$ cat src/include/supply_ctrl_pkg.sv
// shared constants and types for the supply control register bank
package supply_ctrl_pkg;

	// bus target address, seven bits (write byte 0x30)
	localparam logic [6:0] DEV_ADDR = 7'h18;

	// command bytes as sent on the bus, odd parity in bit 7
	localparam logic [7:0] CMD_CV = 8'h10;
	localparam logic [7:0] CMD_CC = 8'h98;
	localparam logic [7:0] CMD_READ_SEL = 8'h80;

	// telemetry sub-addresses
	localparam logic [7:0] SEL_LIVE = 8'h14;
	localparam logic [7:0] SEL_LATCHED = 8'h16;
	localparam logic [7:0] SEL_IRQ = 8'h18;
	localparam logic [7:0] SEL_AVG_I = 8'h1a;
	localparam logic [7:0] SEL_AVG_V = 8'h1c;
	localparam logic [7:0] SEL_DAC = 8'h5c;
	localparam logic [7:0] SEL_RESET = SEL_LIVE;

	// live and latched word layouts
	localparam int READY_BIT = 14;
	localparam logic [15:0] LIVE_MASK = 16'hf23b;
	localparam logic [15:0] LATCH_MASK = 16'h96f7;

	// measurement widths and averaging depth
	localparam int CUR_W = 12;
	localparam int VOLT_W = 8;
	localparam int AVG_DEPTH = 16;
	localparam int AVG_SHIFT = 4;

	// voltage target, 10 mV per lsb: 3 V .. 24 V, reset 5 V
	localparam int CV_W = 12;
	localparam logic [CV_W-1:0] CV_MIN = 12'h12c;
	localparam logic [CV_W-1:0] CV_MAX = 12'h960;
	localparam logic [CV_W-1:0] CV_RESET = 12'h1f4;

	// current limit code, 1/128 of full scale per step
	localparam int CC_W = 8;
	localparam logic [CC_W-1:0] CC_MIN = 8'h19;
	localparam logic [CC_W-1:0] CC_MAX = 8'h80;
	localparam logic [CC_W-1:0] CC_RESET = 8'h80;
	localparam int CC_TO_CUR_SHIFT = 5;

	localparam logic [3:0] BITS_PER_BYTE = 4'h8;

	typedef enum logic [3:0] {
		ST_IDLE,
		ST_ADDR,
		ST_ADDR_ACK,
		ST_CMD,
		ST_CMD_ACK,
		ST_WRITE,
		ST_WRITE_ACK,
		ST_READ,
		ST_READ_ACK
	} state_t;

endpackage

$ cat src/hdl/sample_averager.sv
// running mean over the last sixteen samples
`timescale 1ns/10ps
module sample_averager #(
	parameter int W = 12
) (
	input wire logic i_clk,
	input wire logic i_resetn,
	input wire logic [W-1:0] i_sample,
	input wire logic i_valid,
	output logic [W-1:0] o_mean
);
	import supply_ctrl_pkg::*;

	logic [W-1:0] hist [AVG_DEPTH];
	logic [AVG_SHIFT-1:0] ptr;
	logic [W+AVG_SHIFT-1:0] sum;
	wire [W+AVG_SHIFT-1:0] next_sum;

	// oldest sample leaves the sum as the new one enters
	assign next_sum = sum + {{AVG_SHIFT{1'b0}}, i_sample} - {{AVG_SHIFT{1'b0}}, hist[ptr]};

	always_ff @(posedge i_clk or negedge i_resetn) begin
		if (!i_resetn) begin
			for (int k = 0; k < AVG_DEPTH; k++) begin
				hist[k] <= '0;
			end
			ptr <= '0;
			sum <= '0;
			o_mean <= '0;
		end else if (i_valid) begin
			hist[ptr] <= i_sample;
			ptr <= ptr + 1'b1;
			sum <= next_sum;
			o_mean <= next_sum[W+AVG_SHIFT-1:AVG_SHIFT];
		end
	end

endmodule

$ cat src/hdl/supply_control_registers.sv
// two-wire register bank of the supply controller: telemetry and set points
// What this block does
// - live status word carries ready, discharge, fault and comparator bits unlatched.
// - fault-cause word latches retry and shutdown causes until device reset.
// - averaged current word: top four bits zero, mean of sixteen samples.
// - averaged voltage word: top eight bits zero, mean of sixteen samples.
// - ready flag is one only while commands can be accepted.
// - write sub-address into 0x80, then read selected word back from it.
// - current limit compares against the averaged current, not raw samples.
// - voltage target accepts 3 V to 24 V at 10 mV per lsb.
// - voltage target resets to 5 V.
// - command addresses carry odd parity in bit 7; 0x18 becomes 0x98.
// - current limit accepts codes 25 to 128, each 1/128 of full scale.
`timescale 1ns/10ps
module supply_control_registers (
	input wire logic i_clk,
	input wire logic i_resetn,
	input wire logic i_scl,
	input wire logic i_sda,
	output logic o_sda,
	output logic o_sda_oe_n,
	input wire logic i_core_ready,
	input wire logic [15:0] i_live_flags,
	input wire logic [15:0] i_fault_events,
	input wire logic [15:0] i_irq_word,
	input wire logic [15:0] i_dac_word,
	input wire logic [supply_ctrl_pkg::CUR_W-1:0] i_current_sample,
	input wire logic i_current_valid,
	input wire logic [supply_ctrl_pkg::VOLT_W-1:0] i_voltage_sample,
	input wire logic i_voltage_valid,
	output logic o_system_ready,
	output logic [supply_ctrl_pkg::CV_W-1:0] o_voltage_target,
	output logic [supply_ctrl_pkg::CC_W-1:0] o_current_limit,
	output logic o_current_limit_hit
);
	import supply_ctrl_pkg::*;

	logic scl_s1, scl_s2, scl_d;
	logic sda_s1, sda_s2, sda_d;
	state_t state;
	logic [3:0] bitcnt;
	logic [7:0] shreg;
	logic [7:0] cmd;
	logic [7:0] wlow;
	logic [7:0] read_sel;
	logic [15:0] txword;
	logic [15:0] latched;
	logic byte_hi;
	logic rw;
	logic master_ack;
	logic cv_written;
	logic [CUR_W-1:0] avg_i;
	logic [VOLT_W-1:0] avg_v;

	// pins pass two flops before any logic looks at them
	always_ff @(posedge i_clk or negedge i_resetn) begin
		if (!i_resetn) begin
			scl_s1 <= 1'b1;
			scl_s2 <= 1'b1;
			scl_d <= 1'b1;
			sda_s1 <= 1'b1;
			sda_s2 <= 1'b1;
			sda_d <= 1'b1;
		end else begin
			scl_s1 <= i_scl;
			scl_s2 <= scl_s1;
			scl_d <= scl_s2;
			sda_s1 <= i_sda;
			sda_s2 <= sda_s1;
			sda_d <= sda_s2;
		end
	end

	wire scl_rise = scl_s2 & ~scl_d;
	wire scl_fall = ~scl_s2 & scl_d;
	wire bus_start = scl_s2 & scl_d & sda_d & ~sda_s2;
	wire bus_stop = scl_s2 & scl_d & ~sda_d & sda_s2;
	wire byte_in = scl_fall & (bitcnt == BITS_PER_BYTE);
	wire addr_match = (shreg[7:1] == DEV_ADDR);
	// odd number of ones marks a valid command byte
	wire cmd_parity_ok = ^shreg;

	// telemetry words
	// the ready bit comes only from the registered ready flag, never from the flag inputs
	wire [15:0] live_flag_mask = LIVE_MASK & ~(16'h0001 << READY_BIT);
	wire [15:0] live_word = (i_live_flags & live_flag_mask) | (16'(o_system_ready) << READY_BIT);
	wire [15:0] avg_i_word = {{(16-CUR_W){1'b0}}, avg_i};
	wire [15:0] avg_v_word = {{(16-VOLT_W){1'b0}}, avg_v};
	wire [15:0] sel_word = (read_sel == SEL_LIVE) ? live_word :
		(read_sel == SEL_LATCHED) ? latched :
		(read_sel == SEL_IRQ) ? i_irq_word :
		(read_sel == SEL_AVG_I) ? avg_i_word :
		(read_sel == SEL_AVG_V) ? avg_v_word :
		(read_sel == SEL_DAC) ? i_dac_word : 16'h0000;
	wire [7:0] next_tx_byte = byte_hi ? txword[7:0] : txword[15:8];

	// completed 16-bit command word and its payload fields
	wire word_done = (state == ST_WRITE) & byte_in & byte_hi;
	wire [15:0] word_in = {shreg, wlow};
	// bit 7 of each byte is its parity bit, so each byte carries seven payload bits
	wire [13:0] payload = {word_in[14:8], word_in[6:0]};
	wire [CV_W-1:0] cv_value = payload[CV_W-1:0];
	wire [CC_W-1:0] cc_value = payload[CC_W-1:0];
	wire cv_ok = (payload >= {2'b00, CV_MIN}) && (payload <= {2'b00, CV_MAX});
	wire cc_ok = (payload >= {6'h00, CC_MIN}) && (payload <= {6'h00, CC_MAX});
	wire cv_load = word_done && (cmd == CMD_CV) && cv_ok;
	wire cc_load = word_done && (cmd == CMD_CC) && cc_ok;
	wire sel_load = (state == ST_WRITE) && byte_in && (cmd == CMD_READ_SEL);

	// limit threshold on the current scale
	wire [CUR_W:0] cc_threshold = {o_current_limit, {CC_TO_CUR_SHIFT{1'b0}}};
	wire next_limit_hit = {1'b0, avg_i} >= cc_threshold;

	sample_averager #(.W(CUR_W)) current_avg (
		.i_clk(i_clk),
		.i_resetn(i_resetn),
		.i_sample(i_current_sample),
		.i_valid(i_current_valid),
		.o_mean(avg_i)
	);

	sample_averager #(.W(VOLT_W)) voltage_avg (
		.i_clk(i_clk),
		.i_resetn(i_resetn),
		.i_sample(i_voltage_sample),
		.i_valid(i_voltage_valid),
		.o_mean(avg_v)
	);

	always_ff @(posedge i_clk or negedge i_resetn) begin
		if (!i_resetn) begin
			state <= ST_IDLE;
			bitcnt <= '0;
			shreg <= '0;
			cmd <= '0;
			wlow <= '0;
			txword <= '0;
			byte_hi <= 1'b0;
			rw <= 1'b0;
			master_ack <= 1'b0;
			o_sda_oe_n <= 1'b1;
		end else if (bus_start) begin
			state <= ST_ADDR;
			bitcnt <= '0;
			o_sda_oe_n <= 1'b1;
		end else if (bus_stop) begin
			state <= ST_IDLE;
			o_sda_oe_n <= 1'b1;
		end else begin
			case (state)
				ST_ADDR, ST_CMD, ST_WRITE: begin
					if (scl_rise) begin
						shreg <= {shreg[6:0], sda_s2};
						bitcnt <= bitcnt + 1'b1;
					end
					if (byte_in) begin
						if (state == ST_ADDR) begin
							if (addr_match && o_system_ready) begin
								state <= ST_ADDR_ACK;
								rw <= shreg[0];
								o_sda_oe_n <= 1'b0;
							end else begin
								state <= ST_IDLE;
							end
						end else if (state == ST_CMD) begin
							if (cmd_parity_ok) begin
								state <= ST_CMD_ACK;
								cmd <= shreg;
								o_sda_oe_n <= 1'b0;
							end else begin
								state <= ST_IDLE;
							end
						end else begin
							// low byte arrives first, high byte completes the word
							state <= ST_WRITE_ACK;
							wlow <= shreg;
							byte_hi <= ~byte_hi;
							o_sda_oe_n <= 1'b0;
						end
					end
				end
				ST_ADDR_ACK: begin
					if (scl_fall) begin
						bitcnt <= '0;
						byte_hi <= 1'b0;
						if (rw) begin
							// a read returns the selected word, low byte first
							state <= ST_READ;
							txword <= sel_word;
							shreg <= sel_word[7:0];
							o_sda_oe_n <= sel_word[7];
						end else begin
							state <= ST_CMD;
							o_sda_oe_n <= 1'b1;
						end
					end
				end
				ST_CMD_ACK, ST_WRITE_ACK: begin
					if (scl_fall) begin
						state <= ST_WRITE;
						bitcnt <= '0;
						o_sda_oe_n <= 1'b1;
					end
				end
				ST_READ: begin
					if (scl_rise) begin
						bitcnt <= bitcnt + 1'b1;
					end
					if (byte_in) begin
						state <= ST_READ_ACK;
						o_sda_oe_n <= 1'b1;
					end else if (scl_fall) begin
						shreg <= {shreg[6:0], 1'b0};
						o_sda_oe_n <= shreg[6];
					end
				end
				ST_READ_ACK: begin
					if (scl_rise) begin
						master_ack <= ~sda_s2;
					end
					if (scl_fall) begin
						bitcnt <= '0;
						if (master_ack) begin
							state <= ST_READ;
							byte_hi <= ~byte_hi;
							shreg <= next_tx_byte;
							o_sda_oe_n <= next_tx_byte[7];
						end else begin
							state <= ST_IDLE;
							o_sda_oe_n <= 1'b1;
						end
					end
				end
				default: begin
					state <= ST_IDLE;
					o_sda_oe_n <= 1'b1;
				end
			endcase
		end
	end

	always_ff @(posedge i_clk or negedge i_resetn) begin
		if (!i_resetn) begin
			o_sda <= 1'b0;
			o_system_ready <= 1'b0;
			latched <= '0;
			read_sel <= SEL_RESET;
			cv_written <= 1'b0;
			o_current_limit_hit <= 1'b0;
		end else begin
			o_sda <= 1'b0;
			// ready follows the core's ability to take commands
			o_system_ready <= i_core_ready;
			// causes stay set until the device resets
			latched <= latched | (i_fault_events & LATCH_MASK);
			// sub-address written to 0x80 selects the read-back word
			if (sel_load) begin
				read_sel <= shreg;
			end
			if (cv_load) begin
				cv_written <= 1'b1;
			end
			// limit judged on the averaged current
			o_current_limit_hit <= next_limit_hit;
		end
	end

	always_ff @(posedge i_clk or negedge i_resetn) begin
		if (!i_resetn) begin
			o_voltage_target <= CV_RESET;
			o_current_limit <= CC_RESET;
		end else begin
			// out-of-range voltage codes leave the target unchanged
			if (cv_load) begin
				o_voltage_target <= cv_value;
			end
			// current codes outside 25..128 are dropped
			if (cc_load) begin
				o_current_limit <= cc_value;
			end
		end
	end

	chk_live_layout: assert property (@(posedge i_clk) disable iff (!i_resetn)
		(live_word[READY_BIT] == o_system_ready) && ((live_word & ~LIVE_MASK) == 16'h0000))
		else $error("live status word layout wrong");

	chk_latch_sticky: assert property (@(posedge i_clk) disable iff (!i_resetn)
		((latched & $past(latched)) == $past(latched))
		&& (($past(i_fault_events) & LATCH_MASK & ~latched) == 16'h0000))
		else $error("latched cause lost or missed");

	chk_avg_i_zero: assert property (@(posedge i_clk) disable iff (!i_resetn)
		avg_i_word[15:12] == 4'h0)
		else $error("averaged current top bits not zero");

	chk_avg_v_zero: assert property (@(posedge i_clk) disable iff (!i_resetn)
		avg_v_word[15:8] == 8'h00)
		else $error("averaged voltage top bits not zero");

	chk_nack_unready: assert property (@(posedge i_clk) disable iff (!i_resetn)
		(state == ST_ADDR && byte_in && !o_system_ready && !bus_start && !bus_stop)
		|=> (state == ST_IDLE) && o_sda_oe_n)
		else $error("address acknowledged while not ready");

	chk_select_capture: assert property (@(posedge i_clk) disable iff (!i_resetn)
		(sel_load && !bus_start && !bus_stop) |=> (read_sel == $past(shreg)))
		else $error("read select not captured");

	chk_limit_avg: assert property (@(posedge i_clk) disable iff (!i_resetn)
		$past(i_resetn) |->
		(o_current_limit_hit == ({1'b0, $past(avg_i)} >= (13'($past(o_current_limit)) << 5))))
		else $error("limit flag not tied to averaged current");

	chk_cv_range: assert property (@(posedge i_clk) disable iff (!i_resetn)
		(o_voltage_target >= CV_MIN) && (o_voltage_target <= CV_MAX))
		else $error("voltage target out of range");

	chk_cv_default: assert property (@(posedge i_clk) disable iff (!i_resetn)
		!cv_written |-> (o_voltage_target == CV_RESET))
		else $error("voltage target left default without a write");

	chk_parity_refuse: assert property (@(posedge i_clk) disable iff (!i_resetn)
		(state == ST_CMD && byte_in && !cmd_parity_ok && !bus_start && !bus_stop)
		|=> (state == ST_IDLE) && o_sda_oe_n)
		else $error("even parity command accepted");

	chk_cc_range: assert property (@(posedge i_clk) disable iff (!i_resetn)
		(o_current_limit >= CC_MIN) && (o_current_limit <= CC_MAX))
		else $error("current limit out of range");

	cov_read_word: cover property (@(posedge i_clk) disable iff (!i_resetn)
		(state == ST_READ_ACK) && master_ack && byte_hi);

	cov_cv_write: cover property (@(posedge i_clk) disable iff (!i_resetn) cv_load);

	cov_cc_write: cover property (@(posedge i_clk) disable iff (!i_resetn) cc_load);

	cov_select: cover property (@(posedge i_clk) disable iff (!i_resetn)
		sel_load && (shreg == SEL_LIVE));

endmodule

$ cat config.mk
export PLATFORM = sky130hd
export DESIGN_NAME = supply_control_registers
export DESIGN_NICKNAME = d
export VERILOG_FILES = /design/src/include/supply_ctrl_pkg.sv /design/src/hdl/sample_averager.sv /design/src/hdl/supply_control_registers.sv
export SDC_FILE = /design/constraint.sdc
export NUM_CORES = 1
export LEC_CHECK = 0
export ABC_AREA = 1
export BUFFER_PORTS_ARGS = -buffer_cell sky130_fd_sc_hd__buf_2
export CORE_ASPECT_RATIO = 0.75
export CORE_UTILIZATION = 45
export CTS_BUF_LIST = sky130_fd_sc_hd__clkbuf_4
export CTS_CLUSTER_DIAMETER = 80
export CTS_CLUSTER_SIZE = 25
export DETAILED_ROUTE_END_ITERATION = 8
export GPL_ROUTABILITY_DRIVEN = 0
export GPL_TIMING_DRIVEN = 0
export PLACE_DENSITY_LB_ADDON = 0.08
export SYNTH_ARGS = -nofsm -noshare
export SYNTH_HDL_FRONTEND = slang
export SYNTH_SLANG_ARGS = --single-unit
export TNS_END_PERCENT = 20
$ cat constraint.sdc
create_clock -name i_clk -period 4.8 [get_ports i_clk]
set_clock_uncertainty 0.05 [all_clocks]
set_input_delay 0 -clock i_clk [delete_from_list [all_inputs] [get_ports i_clk]]
set_output_delay 0 -clock i_clk [all_outputs]
set_load 0.01 [all_outputs]
==> flow_metrics.tcl, run 1 <==
set metrics [dict create \
    tritoncts "yes" \
    slew-limit-headroom_pct 35.02 \
    whs_path_depth 4 \
    path_clk_slew_ns 0.26 \
    setup-violations-final 0 \
    drive_gt1_share_pct 7.692 \
    core_area_mm2 0.05010 \
    slowest_delay_ns 0.46 \
    synth_flop_cell "dfrtp_1" \
    cap_violations 0 \
    antenna_found_initial 5 \
    fin_crit_sh_pct 93.63 \
    synth-edff-count 0 \
    initialDrtViolationCount 2604 \
    ir_worst_vdd_mv 0.5032 \
    cts_setup_buffers 0 \
    worstPathArrival_ns 5.24 \
    power.density_mw_per_mm2 712.0 \
    path_cells "buf_2, inv_1, buf_2, buf_2, o21ai_0, o22ai_1, nand2_1, nand4_1, fa_1, inv_1, ha_1, nand3_1, nand3_1, a21boi_2, o21ai_1, nand2_1, nand2_1, nand2_1, nand2_1, nand2_1, o21ai_0" \
    synth_nets 3003 \
    syn_to_final_growth_pct 15.05 \
    finalPower_mw 18.70 \
    cts-root-buf "clkbuf_4" \
    fin_setup_tns_ns 0 \
    postLayoutSetupSlackWorst_ns 0.3058 \
    slowest_stage "dfrtp_1" \
    initial_core_util_pct 45.57 \
    cts.sinks 454 \
    critical_path_class "flip-flop to flip-flop" \
    slew_viol_final 0 \
    status "completed" \
    synthDistinctLibCells 49 \
    startpoint_type "flip-flop" \
    worst-path-buf-inv 5 \
    yosysSeqAreaShare_pct 49.84 \
    seqPwrFrac_pct 33.5 \
    p_int_mw 9.589 \
    grt_overflow 0 \
    htreeDepth 1 \
    hold_viol 0 \
    crit_path_max_fanout 10 \
    vias 21340 \
    die_w_um 262.1 \
    grt_usage_pct 29.55 \
    whs_ns 0.03481 \
    io_buffers 100 \
    fmaxAchievable_ghz 0.2225 \
    firstDrtPassIters 9 \
    tightest_slew_ns 0.9747 \
    min_period_ns 4.494 \
    wl_per_cell_um 19.99 \
    fillers 4786 \
    die_height_um 197.1 \
    crit_required_ns 5.54 \
    reg2regPathDepth 21 \
    cts_max_path_buffers 3 \
    crit_family "buffers and inverters" \
    hold_class "input pin to flip-flop" \
    io_pins 115 \
    pwr-share-clk_pct 9.7 \
    async_reset_ff_share_pct 100.0 \
    p_leak_nw 12.29 \
    final_cells 3806 \
    final_nets 3287 \
    row_count 71 \
    netlist_area_mm2 0.02283 \
    clock_latency_ns 0.92 \
    end_kind "flip-flop" \
    drt.antenna.violating_nets 0 \
    grt_pass1_vias 20320 \
    detail_route.wirelength_mm 76.06 \
    grt_pass1_wl_mm 117.3 \
    dp_hpwl_mm 53.83 \
    die_area_mm2 0.05166 \
    dp.cells 3605 \
    combPwrFrac_pct 56.8 \
    rsz0062_at_grt "no" \
    p_sw_share_pct 48.73 \
    ys_ff_latch 454 \
    vias_per_cell 5.607 \
    grt_max_degree 117 \
    synthesis.instances 2844 \
    cpMostUsedCell "nand2_1" \
    place_ws_ns -0.2504 \
    yosysWarnings 0 \
    cts_buffers 24 \
    drcViolationCount 0 \
    power.switching_mw 9.115 \
    avgSynthCellArea_um2 8.029 \
    path_depth 21 \
]
synth_stat cells (5+ instances only):
cell type,count,area [um2]
nand2_1,680,2552
o21ai_0,526,2633
dfrtp_1,438,10960
nor2_1,265,994.7
inv_1,250,938.4
clkbuf_1,132,495.5
a21oi_1,127,635.6
nand3_1,68,340.3
o22ai_1,64,400.4
ha_1,48,600.6
nand4_1,48,300.3
fa_1,20,400.4
or2_2,19,118.9
dfstp_2,16,420.4
nor3_1,14,70.07
buf_2,13,65.06
xor2_1,12,105.1
xnor2_1,9,78.83
o21ai_2,8,70.07
inv_2,6,22.52
nand2_2,6,37.54
a221oi_1,5,43.79
a22oi_1,5,37.54
nand3b_1,5,37.54
nor2_2,5,31.28
o31ai_1,5,37.54
cells by family (layout without fill, tap and decap cells):
group	Yosys count	after routing	synth area share (%)
simple gates	1123	1123	20.23
fa+ha+maj	68	68	4.384
buf+inv	410	712	6.942
xor+xnor	21	21	0.8055
compound gates	767	767	17.78
flops	454	454	49.84
other cells	1	4	0.01642
worst register-to-register path: stages (launching register included):
cell and delay (ns):
dfrtp_1 0.46, buf_2 0.20, inv_1 0.21, buf_2 0.28, buf_2 0.32, o21ai_0 0.14
o22ai_1 0.30, nand2_1 0.17, nand4_1 0.23, fa_1 0.45, inv_1 0.11, ha_1 0.23
nand3_1 0.08, nand3_1 0.18, a21boi_2 0.29, o21ai_1 0.21, nand2_1 0.16, nand2_1 0.06
nand2_1 0.05, nand2_1 0.05, nand2_1 0.05, o21ai_0 0.09
cell usage in the layout, fill, tap and decap left out, types with 14 or more instances in the layout:
cell,count
nand2_1,680
o21ai_0,525
dfrtp_1,438
nor2_1,265
inv_1,250
dlygate4sd3_1,153
clkbuf_1,127
a21oi_1,127
buf_2,113
nand3_1,68
o22ai_1,64
nand4_1,48
ha_1,48
clkbuf_4,34
fa_1,20
or2_2,19
dfstp_2,16
nor3_1,14
per-layer routing:
metal | vias up | share of wire [%] | track usage [%]
met4 | 0 | 3.0 | 8.157
met5 | - | 0 | 0
met3 | 139 | 8.5 | 5.132
met2 | 953 | 42 | 43.35
met1 | 10340 | 46 | 44.68
li1 | 9906 | - | -
final timing paths:
path,startpoint,end,slack (ns)
setup reg to reg,current_avg.ptr[0],current_avg.sum[15],0.31
setup / recovery,current_avg.ptr[0],current_avg.sum[15],0.31
max in group asynchronous,i_resetn,o_sda_oe_n,2.73
min in group asynchronous,i_resetn,current_avg.hist[93],0.04
hold reg to reg,sda_s1,sda_s2,0.32
hold / removal,i_voltage_sample[6],voltage_avg.hist[38],0.03
what timing repair did:
| action | CTS | global route |
|---|---|---|
| endpoints found under the hold margin | 666 | 0 |
| endpoints found under the setup margin | 3 | 4 |
| cloned | 0 | 0 |
| hold buffers | 154 | 0 |
| resized for setup | 4 | 8 |
area by class of cell:
cell class | instances | area, um2 | share of cell area [%]
Sequential cell | 454 | 11380 | 43.32
Multi-Input combinational cell | 1980 | 9872 | 37.58
Timing Repair Buffer | 258 | 2180 | 8.297
Inverter | 257 | 964.7 | 3.672
Tap cell | 657 | 822.0 | 3.129
Buffer | 153 | 628.1 | 2.391
Clock buffer | 34 | 255.2 | 0.9716
Clock inverter | 10 | 160.2 | 0.6096
Antenna cell | 3 | 7.507 | 0.02858
registers in the layout, summed over array words and instances, names as in the netlist, 7 cells and up:
| signal | count |
|---|---|
| shreg | 8 |
| txword | 16 |
| o_voltage_target | 12 |
| voltage_avg.o_mean | 8 |
| latched | 11 |
| read_sel | 8 |
| cmd | 8 |
| o_current_limit | 8 |
| current_avg.hist | 192 |
| wlow | 7 |
| voltage_avg.hist | 128 |
| current_avg.sum | 16 |
metrics by stage:
| stage | utilization (%) | instance area [um2] |
|---|---|---|
| floorplan | - | 22830 |
| CTS | 52.40 | 26260 |
| global placement | 48.21 | 24160 |
| global route | 52.43 | 26270 |
| finish | 52.43 | 26270 |
| detailed placement | 48.45 | 24280 |
power groups by stage:
stage | combinational [mW] | sequential (mW) | clock (mW)
floorplan | 7.41 | 6.04 | 0
global placement | 10.0 | 6.29 | 0
detailed placement | 10.3 | 6.32 | 0
CTS | 10.4 | 6.23 | 1.85
global route | 12.1 | 6.43 | 1.96
finish | 10.6 | 6.27 | 1.81
Power figures use the tool's default switching activity.
==> run 2: changes to the inputs <==
--- a/config.mk
+++ b/config.mk
@@ -15,6 +15,7 @@
 export DETAILED_ROUTE_END_ITERATION = 8
 export GPL_ROUTABILITY_DRIVEN = 0
 export GPL_TIMING_DRIVEN = 0
+export MAX_ROUTING_LAYER = met4
 export PLACE_DENSITY_LB_ADDON = 0.08
 export SYNTH_ARGS = -nofsm -noshare
 export SYNTH_HDL_FRONTEND = slang
==> flow_metrics.tcl, run 2 (synthesis results as in run 1) <==
set metrics [dict create \
    grt_usage_pct 30.46 \
    slew_viol_final 0 \
    worstPathArrival_ns 5.22 \
    crit_family "buffers and inverters" \
    cpMostUsedCell "nand2_1" \
    detail_route.wirelength_mm 76.06 \
    layout_commonest_cell "nand2_1" \
    syn_to_final_growth_pct 15.04 \
    drcViolationCount 0 \
    power.density_mw_per_mm2 712.4 \
    htreeDepth 1 \
    slew-limit-headroom_pct 35.83 \
    largest_reg_flops 192 \
    antenna_found_initial 4 \
    cts-root-buf "clkbuf_4" \
    ir_worst_vdd_mv 0.5075 \
    fin_util_pct 52.43 \
    vias 21350 \
    path_cells "buf_2, inv_1, buf_2, buf_2, o21ai_0, o22ai_1, nand2_1, nand4_1, fa_1, inv_1, ha_1, nand3_1, nand3_1, a21boi_2, o21ai_1, nand2_1, nand2_1, nand2_1, nand2_1, nand2_1, o21ai_0" \
    cts.sinks 454 \
    r2r_start "current_avg.ptr[0]" \
    tightest_slew_ns 0.9625 \
    io_pins 115 \
    clock_latency_ns 0.91 \
    mostFrequentLayoutCells "680 x nand2_1, 525 x o21ai_0, 438 x dfrtp_1" \
    min_period_ns 4.483 \
    regToRegSetupSlack_ns 0.32 \
    drt.antenna.violating_nets 0 \
    grt_max_degree 117 \
    reg_top3 "current_avg.hist: 192 flops, voltage_avg.hist: 128 flops" \
    top_register "current_avg.hist" \
    wl_per_cell_um 19.99 \
    p_leak_nw 12.29 \
    firstDrtPassIters 6 \
    reg2regPathDepth 21 \
    cts_setup_buffers 0 \
    cp-endpoint "current_avg.sum[15]" \
    hold_class "input pin to flip-flop" \
    slowest_delay_ns 0.46 \
    slowest_stage "dfrtp_1" \
    die_area_mm2 0.05166 \
    rsz0062_at_grt "no" \
    vias_per_cell 5.610 \
    hold_viol 0 \
    fmaxAchievable_ghz 0.2231 \
    status "completed" \
    fin_crit_sh_pct 93.39 \
    worst-path-buf-inv 5 \
    crit_start "current_avg.ptr[0]" \
    initial_core_util_pct 45.57 \
    path_clk_slew_ns 0.27 \
    fin_setup_tns_ns 0 \
    tritoncts "yes" \
    cts_buffers 24 \
    r2r_end "current_avg.sum[15]" \
    die_height_um 197.1 \
    grtUsageMet3_pct 4.953 \
    finalPower_mw 18.71 \
    use_met2_pct 43.38 \
    io_buffers 100 \
    drive_gt1_share_pct 7.692 \
    setup-violations-final 0 \
    cap_violations 0 \
    grt_overflow 0 \
    row_count 71 \
    grt_pass1_wl_mm 117.4 \
    dp_hpwl_mm 53.83 \
    crit_path_max_fanout 10 \
    grt-busiest-layer "met1" \
    grt_use_met1_pct 44.82 \
    cts_max_path_buffers 3 \
    die_w_um 262.1 \
    critical_path_class "flip-flop to flip-flop" \
    final_nets 3287 \
    path_depth 21 \
    initialDrtViolationCount 2519 \
    crit_required_ns 5.54 \
    core_area_mm2 0.05010 \
    end_kind "flip-flop" \
    startpoint_type "flip-flop" \
    grt_pass1_vias 20300 \
]
## run 2: cell types whose count changed in the layout (fill, tap and decap cells not counted), sizes merged
cell,previous run,this run
diode,3,2
## run 2: power breakdown
group	internal (mW)	switching [mW]
combinational	3.69	6.94
clock	0.517	1.30
sequential	5.38	0.887
total	9.59	9.13
## run 2: metrics by stage
| step | area [um2] | hold WS, ns | setup slack, ns | std cells |
|---|---|---|---|---|
| 5_1_grt | 26270 | 0.03082 | 0.0006524 | 3805 |
| 6_report | 26270 | 0.03377 | 0.3174 | 3805 |
| 2_1_floorplan | 22830 | -0.3456 | 1.401 | 2844 |
| 4_1_cts | 26260 | 0.007164 | 0.1484 | 3803 |
| 3_5_place_dp | 24280 | -0.1263 | -0.2504 | 3605 |
| 3_3_place_gp | 24160 | 0.05623 | -5.593 | 3601 |
## run 2: worst min-delay path, delay by kind of cell
family	cells	cell delay (ns)
buf+inv	3	0.80
compound gates	1	0.20
## run 2: per-layer routing
layer  part of all wire (%)  up-vias
met5                      0        -
met4                    3.1        0
met3                    8.2      150
met2                     42      955
met1                     46    10340
li1                       -     9901
## run 2: how the worst min path moves through the flow
stage                              startpoint  cells after the start  slack [ns]              endpoint
final                     i_voltage_sample[6]                      4        0.03  voltage_avg.hist[38]
after global routing      i_voltage_sample[6]                      4        0.03  voltage_avg.hist[38]
after CTS                 i_voltage_sample[7]                      4       0.007  voltage_avg.hist[79]
after detailed placement             i_resetn                      1       -0.13  current_avg.hist[70]
after global placement                  i_sda                      1        0.06                sda_s1
after floorplan                      i_resetn                      0       -0.35             bitcnt[0]
## run 2: area by class of cell
class	instances	area, um2
inverters	257	964.7
clock buffers	34	255.2
flip-flops and latches	454	11380
clock inverters	10	160.2
multi-input cells	1980	9872
fillers	4785	23840
plain buffers	153	628.1
repair buffers	258	2180
diodes	2	5.005
well taps	657	822.0
## run 2: repair_timing
| action | 4_1_cts | 5_1_grt |
|---|---|---|
| resized for setup | 4 | 8 |
| setup endpoints to repair | 3 | 4 |
| endpoints found under the hold margin | 666 | 0 |
| hold buffers | 154 | 0 |
